===== config.mk =====
export PLATFORM = sky130hd
export DESIGN_NAME = pwmoc_top
export DESIGN_NICKNAME = d
export VERILOG_FILES = /design/src/common/pwmoc_pkg.sv /design/src/verilog/pwmoc_top.sv
export SDC_FILE = /design/constraint.sdc
export NUM_CORES = 1
export LEC_CHECK = 0
export BUFFER_PORTS_ARGS = -buffer_cell sky130_fd_sc_hd__buf_2
export CORE_ASPECT_RATIO = 0.7
export CORE_MARGIN = 4
export CORE_UTILIZATION = 45
export CTS_CLUSTER_SIZE = 8
export DETAILED_ROUTE_END_ITERATION = 12
export HOLD_SLACK_MARGIN = 0.02
export PLACE_DENSITY_LB_ADDON = 0.08
export SLEW_MARGIN = 10
export SYNTH_ARGS = -nofsm -noshare
export SYNTH_HDL_FRONTEND = slang
export SYNTH_SLANG_ARGS = --single-unit

===== constraint.sdc =====
create_clock -name pclk -period 5.05 [get_ports pclk]
set_input_delay 0.505 -clock pclk [delete_from_list [all_inputs] [get_ports pclk]]
set_output_delay 0.505 -clock pclk [all_outputs]
set_load 0.05 [all_outputs]

===== src/common/pwmoc_pkg.sv =====
// Package: register map, field positions and types for the PWM output pin control block
package pwmoc_pkg;

  // ---------------------------------------------------------------
  // Register map
  // ---------------------------------------------------------------
  localparam logic [7:0] PWMOC_TRIGGER_CONTROL_OFFSET = 8'h00;
  localparam logic [7:0] PWMOC_PIN_OUTPUT_CONTROL_OFFSET = 8'h04;
  localparam logic [7:0] PWMOC_STATUS_OFFSET = 8'h08;
  localparam logic [7:0] PWMOC_CURRENT_LIMIT_OFFSET = 8'h0c;

  localparam logic [15:0] PWMOC_PIN_OUTPUT_CONTROL_RESET = 16'h0000;
  localparam logic [15:0] PWMOC_TRIGGER_CONTROL_RESET = 16'h0000;
  // Writable bits; bit 1 of pin control and bits 12-6 of trigger control read zero
  localparam logic [15:0] PWMOC_PIN_OUTPUT_CONTROL_MASK = 16'hfffd;
  localparam logic [15:0] PWMOC_TRIGGER_CONTROL_MASK = 16'he03f;

  // ---------------------------------------------------------------
  // Field positions
  // ---------------------------------------------------------------
  localparam int PWMOC_HIGH_OWNER_BIT = 15;
  localparam int PWMOC_LOW_OWNER_BIT = 14;
  localparam int PWMOC_HIGH_INVERT_BIT = 13;
  localparam int PWMOC_LOW_INVERT_BIT = 12;
  localparam int PWMOC_MODE_LSB = 10;
  localparam int PWMOC_HIGH_OVR_EN_BIT = 9;
  localparam int PWMOC_LOW_OVR_EN_BIT = 8;
  localparam int PWMOC_OVR_VALUE_LSB = 6;
  localparam int PWMOC_FAULT_VALUE_LSB = 4;
  localparam int PWMOC_CL_VALUE_LSB = 2;
  localparam int PWMOC_OVR_SYNC_BIT = 0;
  localparam int PWMOC_TRIG_DIV_LSB = 13;
  localparam int PWMOC_TRIG_START_LSB = 0;
  localparam int PWMOC_CL_ENABLE_BIT = 0;

  typedef enum logic [1:0] {
    PWMOC_MODE_COMPLEMENTARY = 2'b00,
    PWMOC_MODE_INDEPENDENT = 2'b01,
    PWMOC_MODE_PUSH_PULL = 2'b10,
    PWMOC_MODE_RESERVED = 2'b11
  } pwmoc_mode_t;

  // Trigger postscaler states, gray along waiting -> counting
  typedef enum logic [0:0] {
    PWMOC_TRIG_WAIT = 1'b0,
    PWMOC_TRIG_COUNT = 1'b1
  } pwmoc_trig_state_t;

  // One pin pair travels together
  typedef struct packed {
    logic high;
    logic low;
  } pwmoc_pair_t;

endpackage : pwmoc_pkg


===== src/verilog/pwmoc_top.sv =====
// Module: PWM output pin control with APB register access
`timescale 1ns/1ps
// What this block does
// High owner bit gives high pin to PWM
// Low owner bit gives low pin to PWM
// High invert bit makes high pin active low
// Low invert bit makes low pin active low
// Mode field selects complementary, independent, push-pull
// High override enable drives high from override bit
// Low override enable drives low from override bit
// Active fault drives pins from fault values
// Active current limit drives pins from limit values
// Sync set: override changes at period boundary
// Sync clear: override changes next clock
// Divide 111 gives one trigger per eight
// Postscaler starts counting after rollover match
// Unimplemented bits ignore writes, read zero
// Current limit substitution only when enabled
// Divide value N passes every N+1 events
// Priority fault, limit, override, generator; invert last
module pwmoc_top
  import pwmoc_pkg::*;
(
  input wire logic pclk,
  input wire logic presetn,
  input wire logic psel,
  input wire logic penable,
  input wire logic pwrite,
  input wire logic [7:0] paddr,
  input wire logic [31:0] pwdata,
  output logic [31:0] prdata,
  output logic pready,
  output logic pslverr,
  input wire logic [1:0] gen_pair,
  input wire logic period_boundary,
  input wire logic fault_active,
  input wire logic current_limit_active,
  input wire logic trigger_event,
  input wire logic [5:0] rollover_count,
  input wire logic [1:0] gpio_out,
  input wire logic [1:0] gpio_oe,
  output logic high_side_output,
  output logic high_side_oe,
  output logic low_side_output,
  output logic low_side_oe,
  output logic trigger_out
);

  // ---------------------------------------------------------------
  // Registers and APB slave
  // ---------------------------------------------------------------
  logic [15:0] pin_output_control;
  logic [15:0] trigger_control;
  logic current_limit_enable;
  logic access;
  logic wr;

  assign access = psel && penable;
  assign wr = access && pwrite;
  // Every access completes in its first access cycle, so no wait state
  assign pready = 1'b1;

  // Unmapped offsets answer with an error and leave every register alone
  always_comb begin
    if (paddr == PWMOC_TRIGGER_CONTROL_OFFSET || paddr == PWMOC_PIN_OUTPUT_CONTROL_OFFSET) begin
      pslverr = 1'b0;
    end else if (paddr == PWMOC_STATUS_OFFSET || paddr == PWMOC_CURRENT_LIMIT_OFFSET) begin
      pslverr = 1'b0;
    end else begin
      pslverr = access;
    end
  end

  always_ff @(posedge pclk or negedge presetn) begin
    if (!presetn) begin
      pin_output_control <= PWMOC_PIN_OUTPUT_CONTROL_RESET;
    end else if (wr && paddr == PWMOC_PIN_OUTPUT_CONTROL_OFFSET) begin
      pin_output_control <= pwdata[15:0] & PWMOC_PIN_OUTPUT_CONTROL_MASK;
    end
  end

  always_ff @(posedge pclk or negedge presetn) begin
    if (!presetn) begin
      trigger_control <= PWMOC_TRIGGER_CONTROL_RESET;
    end else if (wr && paddr == PWMOC_TRIGGER_CONTROL_OFFSET) begin
      trigger_control <= pwdata[15:0] & PWMOC_TRIGGER_CONTROL_MASK;
    end
  end

  // Limit substitution stays off after reset until software enables it
  always_ff @(posedge pclk or negedge presetn) begin
    if (!presetn) begin
      current_limit_enable <= 1'b0;
    end else if (wr && paddr == PWMOC_CURRENT_LIMIT_OFFSET) begin
      current_limit_enable <= pwdata[PWMOC_CL_ENABLE_BIT];
    end
  end

  // ---------------------------------------------------------------
  // Field decode
  // ---------------------------------------------------------------
  logic high_pin_owner;
  logic low_pin_owner;
  logic high_pin_invert;
  logic low_pin_invert;
  pwmoc_mode_t pin_pair_mode;
  logic high_override_enable;
  logic low_override_enable;
  pwmoc_pair_t override_value;
  pwmoc_pair_t fault_value;
  pwmoc_pair_t current_limit_value;
  logic override_sync_select;
  logic [2:0] trigger_divide;
  logic [5:0] trigger_start_count;

  assign high_pin_owner = pin_output_control[PWMOC_HIGH_OWNER_BIT];
  assign low_pin_owner = pin_output_control[PWMOC_LOW_OWNER_BIT];
  assign high_pin_invert = pin_output_control[PWMOC_HIGH_INVERT_BIT];
  assign low_pin_invert = pin_output_control[PWMOC_LOW_INVERT_BIT];
  assign pin_pair_mode = pwmoc_mode_t'(pin_output_control[PWMOC_MODE_LSB +: 2]);
  assign high_override_enable = pin_output_control[PWMOC_HIGH_OVR_EN_BIT];
  assign low_override_enable = pin_output_control[PWMOC_LOW_OVR_EN_BIT];
  assign override_value = pwmoc_pair_t'(pin_output_control[PWMOC_OVR_VALUE_LSB +: 2]);
  assign fault_value = pwmoc_pair_t'(pin_output_control[PWMOC_FAULT_VALUE_LSB +: 2]);
  assign current_limit_value = pwmoc_pair_t'(pin_output_control[PWMOC_CL_VALUE_LSB +: 2]);
  assign override_sync_select = pin_output_control[PWMOC_OVR_SYNC_BIT];
  assign trigger_divide = trigger_control[PWMOC_TRIG_DIV_LSB +: 3];
  assign trigger_start_count = trigger_control[PWMOC_TRIG_START_LSB +: 6];

  // ---------------------------------------------------------------
  // Pin-pair mode on the generator data
  // ---------------------------------------------------------------
  // Push-pull alternates the high-side waveform between pins each period.
  logic push_pull_phase;
  pwmoc_pair_t mode_pair;

  always_ff @(posedge pclk or negedge presetn) begin
    if (!presetn) begin
      push_pull_phase <= 1'b0;
    end else if (period_boundary) begin
      push_pull_phase <= ~push_pull_phase;
    end
  end

  always_comb begin
    case (pin_pair_mode)
      PWMOC_MODE_COMPLEMENTARY: begin
        mode_pair.high = gen_pair[1];
        mode_pair.low = ~gen_pair[1];
      end
      PWMOC_MODE_INDEPENDENT: begin
        mode_pair.high = gen_pair[1];
        mode_pair.low = gen_pair[0];
      end
      PWMOC_MODE_PUSH_PULL: begin
        mode_pair.high = gen_pair[1] & ~push_pull_phase;
        mode_pair.low = gen_pair[1] & push_pull_phase;
      end
      default: begin
        // Reserved code: hold both pins inactive rather than guess
        mode_pair.high = 1'b0;
        mode_pair.low = 1'b0;
      end
    endcase
  end

  // ---------------------------------------------------------------
  // Override timing
  // ---------------------------------------------------------------
  logic ovr_high_en_eff;
  logic ovr_low_en_eff;
  pwmoc_pair_t ovr_value_eff;

  // Enables and data move together, so a pin never pairs a new enable with stale data
  always_ff @(posedge pclk or negedge presetn) begin
    if (!presetn) begin
      ovr_high_en_eff <= 1'b0;
      ovr_low_en_eff <= 1'b0;
      ovr_value_eff <= '0;
    end else if (!override_sync_select || period_boundary) begin // see R10 //
      ovr_high_en_eff <= high_override_enable;
      ovr_low_en_eff <= low_override_enable;
      ovr_value_eff <= override_value;
    end
  end

  // ---------------------------------------------------------------
  // Data selection and output stage
  // ---------------------------------------------------------------
  pwmoc_pair_t next_pin;

  always_comb begin
    // Later assignments win: fault over limit over override over generator
    next_pin = mode_pair;
    if (ovr_high_en_eff) begin
      next_pin.high = ovr_value_eff.high;
    end
    if (ovr_low_en_eff) begin
      next_pin.low = ovr_value_eff.low;
    end
    if (current_limit_active && current_limit_enable) begin // see R15 //
      next_pin = current_limit_value;
    end
    if (fault_active) begin
      next_pin = fault_value;
    end
    // Inversion last, so substituted data are given in active-high terms
    next_pin.high = next_pin.high ^ high_pin_invert;
    next_pin.low = next_pin.low ^ low_pin_invert;
  end

  // Pins come from flip-flops so ownership hand-over is glitch free
  always_ff @(posedge pclk or negedge presetn) begin
    if (!presetn) begin
      high_side_output <= 1'b0;
      high_side_oe <= 1'b0;
      low_side_output <= 1'b0;
      low_side_oe <= 1'b0;
    end else begin
      high_side_output <= high_pin_owner ? next_pin.high : gpio_out[1];
      high_side_oe <= high_pin_owner ? 1'b1 : gpio_oe[1];
      low_side_output <= low_pin_owner ? next_pin.low : gpio_out[0];
      low_side_oe <= low_pin_owner ? 1'b1 : gpio_oe[0];
    end
  end

  // ---------------------------------------------------------------
  // Trigger postscaler
  // ---------------------------------------------------------------
  pwmoc_trig_state_t trig_state;
  logic [2:0] trig_count;

  always_ff @(posedge pclk or negedge presetn) begin
    if (!presetn) begin
      trig_state <= PWMOC_TRIG_WAIT;
    end else if (wr && paddr == PWMOC_TRIGGER_CONTROL_OFFSET) begin
      // A new setting rearms the start match
      trig_state <= PWMOC_TRIG_WAIT;
    end else begin
      case (trig_state)
        PWMOC_TRIG_WAIT: begin
          if (rollover_count == trigger_start_count) begin
            trig_state <= PWMOC_TRIG_COUNT;
          end
        end
        default: begin
          trig_state <= PWMOC_TRIG_COUNT;
        end
      endcase
    end
  end

  always_ff @(posedge pclk or negedge presetn) begin
    if (!presetn) begin
      trig_count <= 3'h0;
      trigger_out <= 1'b0;
    end else if (trig_state == PWMOC_TRIG_COUNT && trigger_event) begin
      // Divide value N passes one output per N+1 counted events
      if (trig_count >= trigger_divide) begin // see R12 //
        trig_count <= 3'h0;
        trigger_out <= 1'b1;
      end else begin
        trig_count <= trig_count + 3'h1;
        trigger_out <= 1'b0;
      end
    end else begin
      if (trig_state == PWMOC_TRIG_WAIT) begin
        trig_count <= 3'h0;
      end
      trigger_out <= 1'b0;
    end
  end

  // ---------------------------------------------------------------
  // Status word
  // ---------------------------------------------------------------
  // Read-only snapshot of the postscaler and pin state for software
  logic [7:0] status_word;

  assign status_word = {1'b0, trig_count, trig_state, push_pull_phase, high_side_output, low_side_output};

  // ---------------------------------------------------------------
  // Read mux
  // ---------------------------------------------------------------
  // Read data is loaded in the setup cycle so it stands through the access phase
  always_ff @(posedge pclk or negedge presetn) begin
    if (!presetn) begin
      prdata <= 32'h0000_0000;
    end else if (psel && !penable && !pwrite) begin
      if (paddr == PWMOC_TRIGGER_CONTROL_OFFSET) begin
        prdata <= {16'h0000, trigger_control};
      end else if (paddr == PWMOC_PIN_OUTPUT_CONTROL_OFFSET) begin
        prdata <= {16'h0000, pin_output_control};
      end else if (paddr == PWMOC_STATUS_OFFSET) begin
        prdata <= {24'h000000, status_word};
      end else if (paddr == PWMOC_CURRENT_LIMIT_OFFSET) begin
        prdata <= {31'h0000_0000, current_limit_enable};
      end else begin
        prdata <= 32'h0000_0000;
      end
    end
  end

endmodule : pwmoc_top


* Word-level counts from Yosys, hierarchy flattened
Index checks and enable logic that the tools add are counted.
** Storage, ports and cells
- Register bits after elaboration :: 71
- Bits of input ports :: 61
- Output and inout bits :: 39
- Logic and storage cells :: 71
** Cells by class
- $add $sub $neg :: 1
- Order comparisons :: 1
- Equal/unequal tests :: 7
- Multiplexer cells :: 23
- Bitwise logic cells :: 6
- Reductions and logical operators :: 17
** Operator list (count)
- $mux 16 :: 2
- $eq 8x4->1 const B :: 2
- $mux 1 :: 14
- $logic_and 1x1->1 :: 9
- $mux 3 :: 3
- $eq 8x3->1 const B :: 1
- $logic_not 8->1 :: 1
- $mux 7 :: 1
- $eq 6x6->1 :: 1
- $pmux 2 s3 :: 1
- $mux 2 :: 2
- $add 3x1->3 const B :: 1
- $ge 3x3->1 :: 1
- $logic_not 1->1 :: 3
- $logic_or 1x1->1 :: 3
- $and 1x1->1 :: 2
- $eq 2x1->1 const B :: 1
- $eq 2x2->1 const B :: 1
- $logic_not 2->1 :: 1
- $ne 2x1->1 const B :: 1
- $not 1->1 :: 2
- $xor 1x1->1 :: 2

* Logic depth before layout (Yosys ltp)
- Depth in word-level cells :: 8
- Depth in mapped cells :: 7
- Mapped depth without buffers :: 6

* Worst setup path after synthesis
No wires, ideal clock.
- Kind :: input -> register
- Start :: input port paddr[7]
- End :: register pin_output_control[10]
- Setup time :: 0.125 ns
- Arrival :: 2.426 ns
- Required time :: 4.925 ns
- Setup slack :: 2.499 ns
- Stages :: 7
- Path buffers :: 3
- Cells stage by stage :: or4_4 or2_1 buf_6 or4_4 buf_6 buf_12 mux2_4
** On the way
- Longest elaborated chain between the ends :: 2
** RTL lines
- from (decl) :: line pwmoc_top.sv:29 : input wire logic [7:0] paddr,
- $eq 8x3->1 :: line pwmoc_top.sv:77 : end else if (wr && paddr == PWMOC_PIN_OUTPUT_CONTROL_OFFSET) begin
- $logic_and 1x1->1 :: line pwmoc_top.sv:77
- to (signal assigned) :: line pwmoc_top.sv:78 : pin_output_control <= pwdata[15:0] & PWMOC_PIN_OUTPUT_CONTROL_MASK;
- to (decl) :: line pwmoc_top.sv:52 : logic [15:0] pin_output_control;
No other way between the ends.
A chain may end at the register's enable or synchronous reset.

* Final worst setup path
- Start :: input port paddr[7]
- End :: output port pslverr
** On the way
- Longest elaborated chain between the ends :: 4
- Elaborated cells on any way between the ends :: 8
- Classes of those cells :: eq/ne (3); mux (2); reduce/logical (3)
** RTL lines
- $eq 8x4->1 :: line pwmoc_top.sv:67 : end else if (paddr == PWMOC_STATUS_OFFSET || paddr == PWMOC_CURRENT_LIMIT_OFFSET) begin
- $logic_or 1x1->1 :: line pwmoc_top.sv:67
- $mux 1 :: line pwmoc_top.sv:67
- $mux 1 * :: line pwmoc_top.sv:65 : if (paddr == PWMOC_TRIGGER_CONTROL_OFFSET || paddr == PWMOC_PIN_OUTPUT_CONTROL_OFFSET) begin
- to (decl) :: line pwmoc_top.sv:33 : output logic pslverr,
Mark *: on every way between the ends. The rest lies on a longest branch, timed or not.

==> flow_metrics.py <==
metrics = {
    "critical_path": {
        "end_kind": "output pin",
        "required_ns": 4.55,
        "cp.arrival_ns": 1.93,
        "worstSetupStartpointType": "input pin",
        "r2r_slack_ns": 3.29,
        "worstSetupPathType": "input pin to output pin",
        "path_cells": "buf_2 > or4_4 > or2_1 > and3_2 > buf_2",
        "crit_top_cell": "buf_2",
        "reg2reg_depth": 6,
        "crit_path_end": "pslverr",
        "crit_path_max_fanout": 7,
        "cpPeakStageDelay_ns": 0.54,
        "worstReg2RegEnd": "trig_count[0]",
        "cp.depth": 5,
        "crit_start": "paddr[7]",
        "crit_family": "simple AND/OR/NAND/NOR gates",
        "path_buf_inv": 2,
        "slowest_stage": "or4_4",
        "reg2reg_from": "trig_count[0]",
    },
    "clock_tree": {
        "cts-hold-fix-buffers": 0,
        "clk_pin_slew_ns": 0.09,
        "h-tree-depth": 2,
        "tritoncts.num_buffers": 5,
        "clockRootBuffer": "clkbuf_8",
        "insertion_delay_ns": 0.30,
        "post_cts_resized": 0,
        "postCtsSetupBuffers": 0,
        "max-clock-path-buffers": 2,
        "cts_tree": "done",
        "cts_sinks": 55,
    },
    "synth": {
        "synth_area_leaders": "dfrtp_1 49%, mux2_2 8.1%, mux2_4 5.4%",
        "synth_flop_cell": "dfrtp_1",
        "yosys_warnings": 0,
        "ys_seq_area_share_pct": 49.26,
        "synth_cell_types": 48,
        "synth.avg_cell_area_um2": 11.94,
        "syn_inst": 234,
        "synth_top_area_share_pct": 49.26,
        "synth_edf_count": 0,
        "synthArstFlopShare_pct": 100.0,
        "synth.largest_area_cell": "dfrtp_1",
        "synth_top_cells_by_count": "55 x dfrtp_1, 20 x mux2_2, 17 x buf_4",
        "yosys.cell_count.top_type": "dfrtp_1",
        "netlist_area_um2": 2794,
        "yosys_register_bits": 55,
    },
    "place": {
        "place_congestion": 0.7195,
        "port_buffers": 66,
        "dpl.cell_count": 368,
        "hpwl_mm": 4.423,
    },
    "timing": {
        "setup_tns_ns": 0,
        "rsz0062_at_grt": "no",
        "fin_crit_sh_pct": 48.17,
        "hold_viol": 0,
        "finClkSkew_ns": 0.004450,
        "slew_headroom_pct": 23.49,
        "slew_viol_final": 0,
        "setup_viol": 0,
        "finalCriticalPeriod_ns": 2.433,
        "fmax_mhz": 411.1,
        "tightest_slew_ns": 1.138,
    },
    "power": {
        "power_density_nw_per_um2": 260.3,
        "worst_ir_drop_vdd_uv": 122.4,
        "p_leak_nw": 1.667,
    },
    "global_routing": {
        "grt_max_degree": 56,
        "use_met1_pct": 24.20,
        "grt_pass1_wl_mm": 9.273,
        "gr-usage-met3_pct": 4.459,
        "grt_use_met2_pct": 23.33,
        "grt_overflow": 0,
        "top_usage_layer": "met1",
        "antenna_found_initial": 0,
        "grt_usage_pct": 16.18,
        "grt_pass1_vias": 1814,
    },
    "routing": {
        "final_antenna_net_count": 0,
        "vias_per_cell": 5.080,
        "wire_per_inst_um": 15.63,
        "drc_errors": 0,
        "drtPass1Iterations": 5,
        "drt-total-wl_mm": 5.877,
        "vias": 1910,
        "drt_iter0_drc": 62,
    },
    "layout": {
        "fin_nets": 365,
        "drive_above_1_share_pct": 38.21,
        "multi_input_area_um2": 1244,
        "area_delta_synth_final_pct": 14.55,
        "fin_util_pct": 54.52,
        "diodes": 0,
        "fill_cells": 537,
        "fin_cells": 376,
        "ff_latch_area_um2": 1376,
    },
    "floorplan": {
        "pin_count": 100,
        "die_w_um": 102.2,
        "core.rowCount": 23,
        "die_y_um": 73.93,
        "fp.coreArea_um2": 5871,
        "die_area_um2": 7554,
        "start_util_pct": 47.59,
    },
    "run": {
        "max-cap-violations": 0,
    },
    "worst_hold_path": {
        "hold_path_class": "input pin to async pin",
    },
    "outcome": {
        "status": "finished, final reports clean",
    },
}
final cells by class:
type	instances	area share [%]
sequential	55	43.00
multi-input combinational	158	38.86
timing repair buffer	67	10.56
clock buffer	8	3.127
tap	75	2.932
inverter	13	1.525
power breakdown:
group | internal, W | total, W | switching, W | leakage [nW]
logic | 0.0000329 | 0.000108 | 0.0000753 | 0.864
registers | 0.000452 | 0.000468 | 0.0000155 | 0.752
clock network | 0.000125 | 0.000257 | 0.000132 | 0.0515
total | 0.000611 | 0.000833 | 0.000223 | 1.67
how the worst min path moves through the flow:
| stage | start | end | slack [ns] | depth (start not counted) |
|---|---|---|---|---|
| 6_report | presetn | prdata[8] | 0.32 | 2 |
| 5_1_grt | presetn | prdata[8] | 0.37 | 2 |
| 4_1_cts | presetn | prdata[0] | 0.35 | 2 |
| 3_5_place_dp | prdata[1] | prdata[1] | 0.46 | 2 |
| 3_3_place_gp | prdata[1] | prdata[1] | 0.45 | 2 |
| 2_1_floorplan | presetn | current_limit_enable | 0.21 | 0 |
layer usage:
metal	wire length, µm	vias up
li1	-	934
met5	0	-
met2	2462	59
met3	397	2
met4	12	0
met1	3004	915
sequential cells by signal, indices dropped and copies added (netlist names):
register / flops
ovr_value_eff: 2
pin_output_control: 15
trig_count: 3
ovr_low_en_eff: 1
high_side_oe: 1
trig_state: 1
low_side_output: 1
trigger_control: 9
high_side_output: 1
push_pull_phase: 1
ovr_high_en_eff: 1
low_side_oe: 1
trigger_out: 1
prdata: 16
current_limit_enable: 1
per-stage QoR:
stage | hold slack, ns | instance area, µm² | total power [W] | setup WS [ns]
after floorplan | 0.2094 | 2850 | 0.0005515 | 2.499
after global placement | 0.4499 | 3100 | 0.0005844 | 2.321
after detailed placement | 0.4575 | 3100 | 0.0005857 | 2.329
after CTS | 0.3474 | 3201 | 0.0008488 | 2.616
after global routing | 0.3667 | 3201 | 0.0008756 | 2.582
final | 0.3189 | 3201 | 0.0008332 | 2.617
cell families after synthesis:
group,synth area share [%]
DFF,49.26
and+or+nand+nor,11.15
AOI/OAI and AO/OA,11.06
muxes,16.03
buffers and inverters,8.240
xor gates and xnor gates,2.194
adders and majority gates,1.791
other,0.2688
cells in the final DEF (no fill, tap or decap), types with 5 or more instances in the layout:
cell	n
nand2_1	13
mux2_2	20
buf_2	66
o21ai_0	7
inv_1	13
mux2i_1	5
conb_1	17
clkbuf_8	7
nor2_1	9
xor2_1	5
a21oi_1	7
dfrtp_1	55
nor2b_1	5
mux2_4	10
a22o_1	6
(Power assumes the default switching activity.)
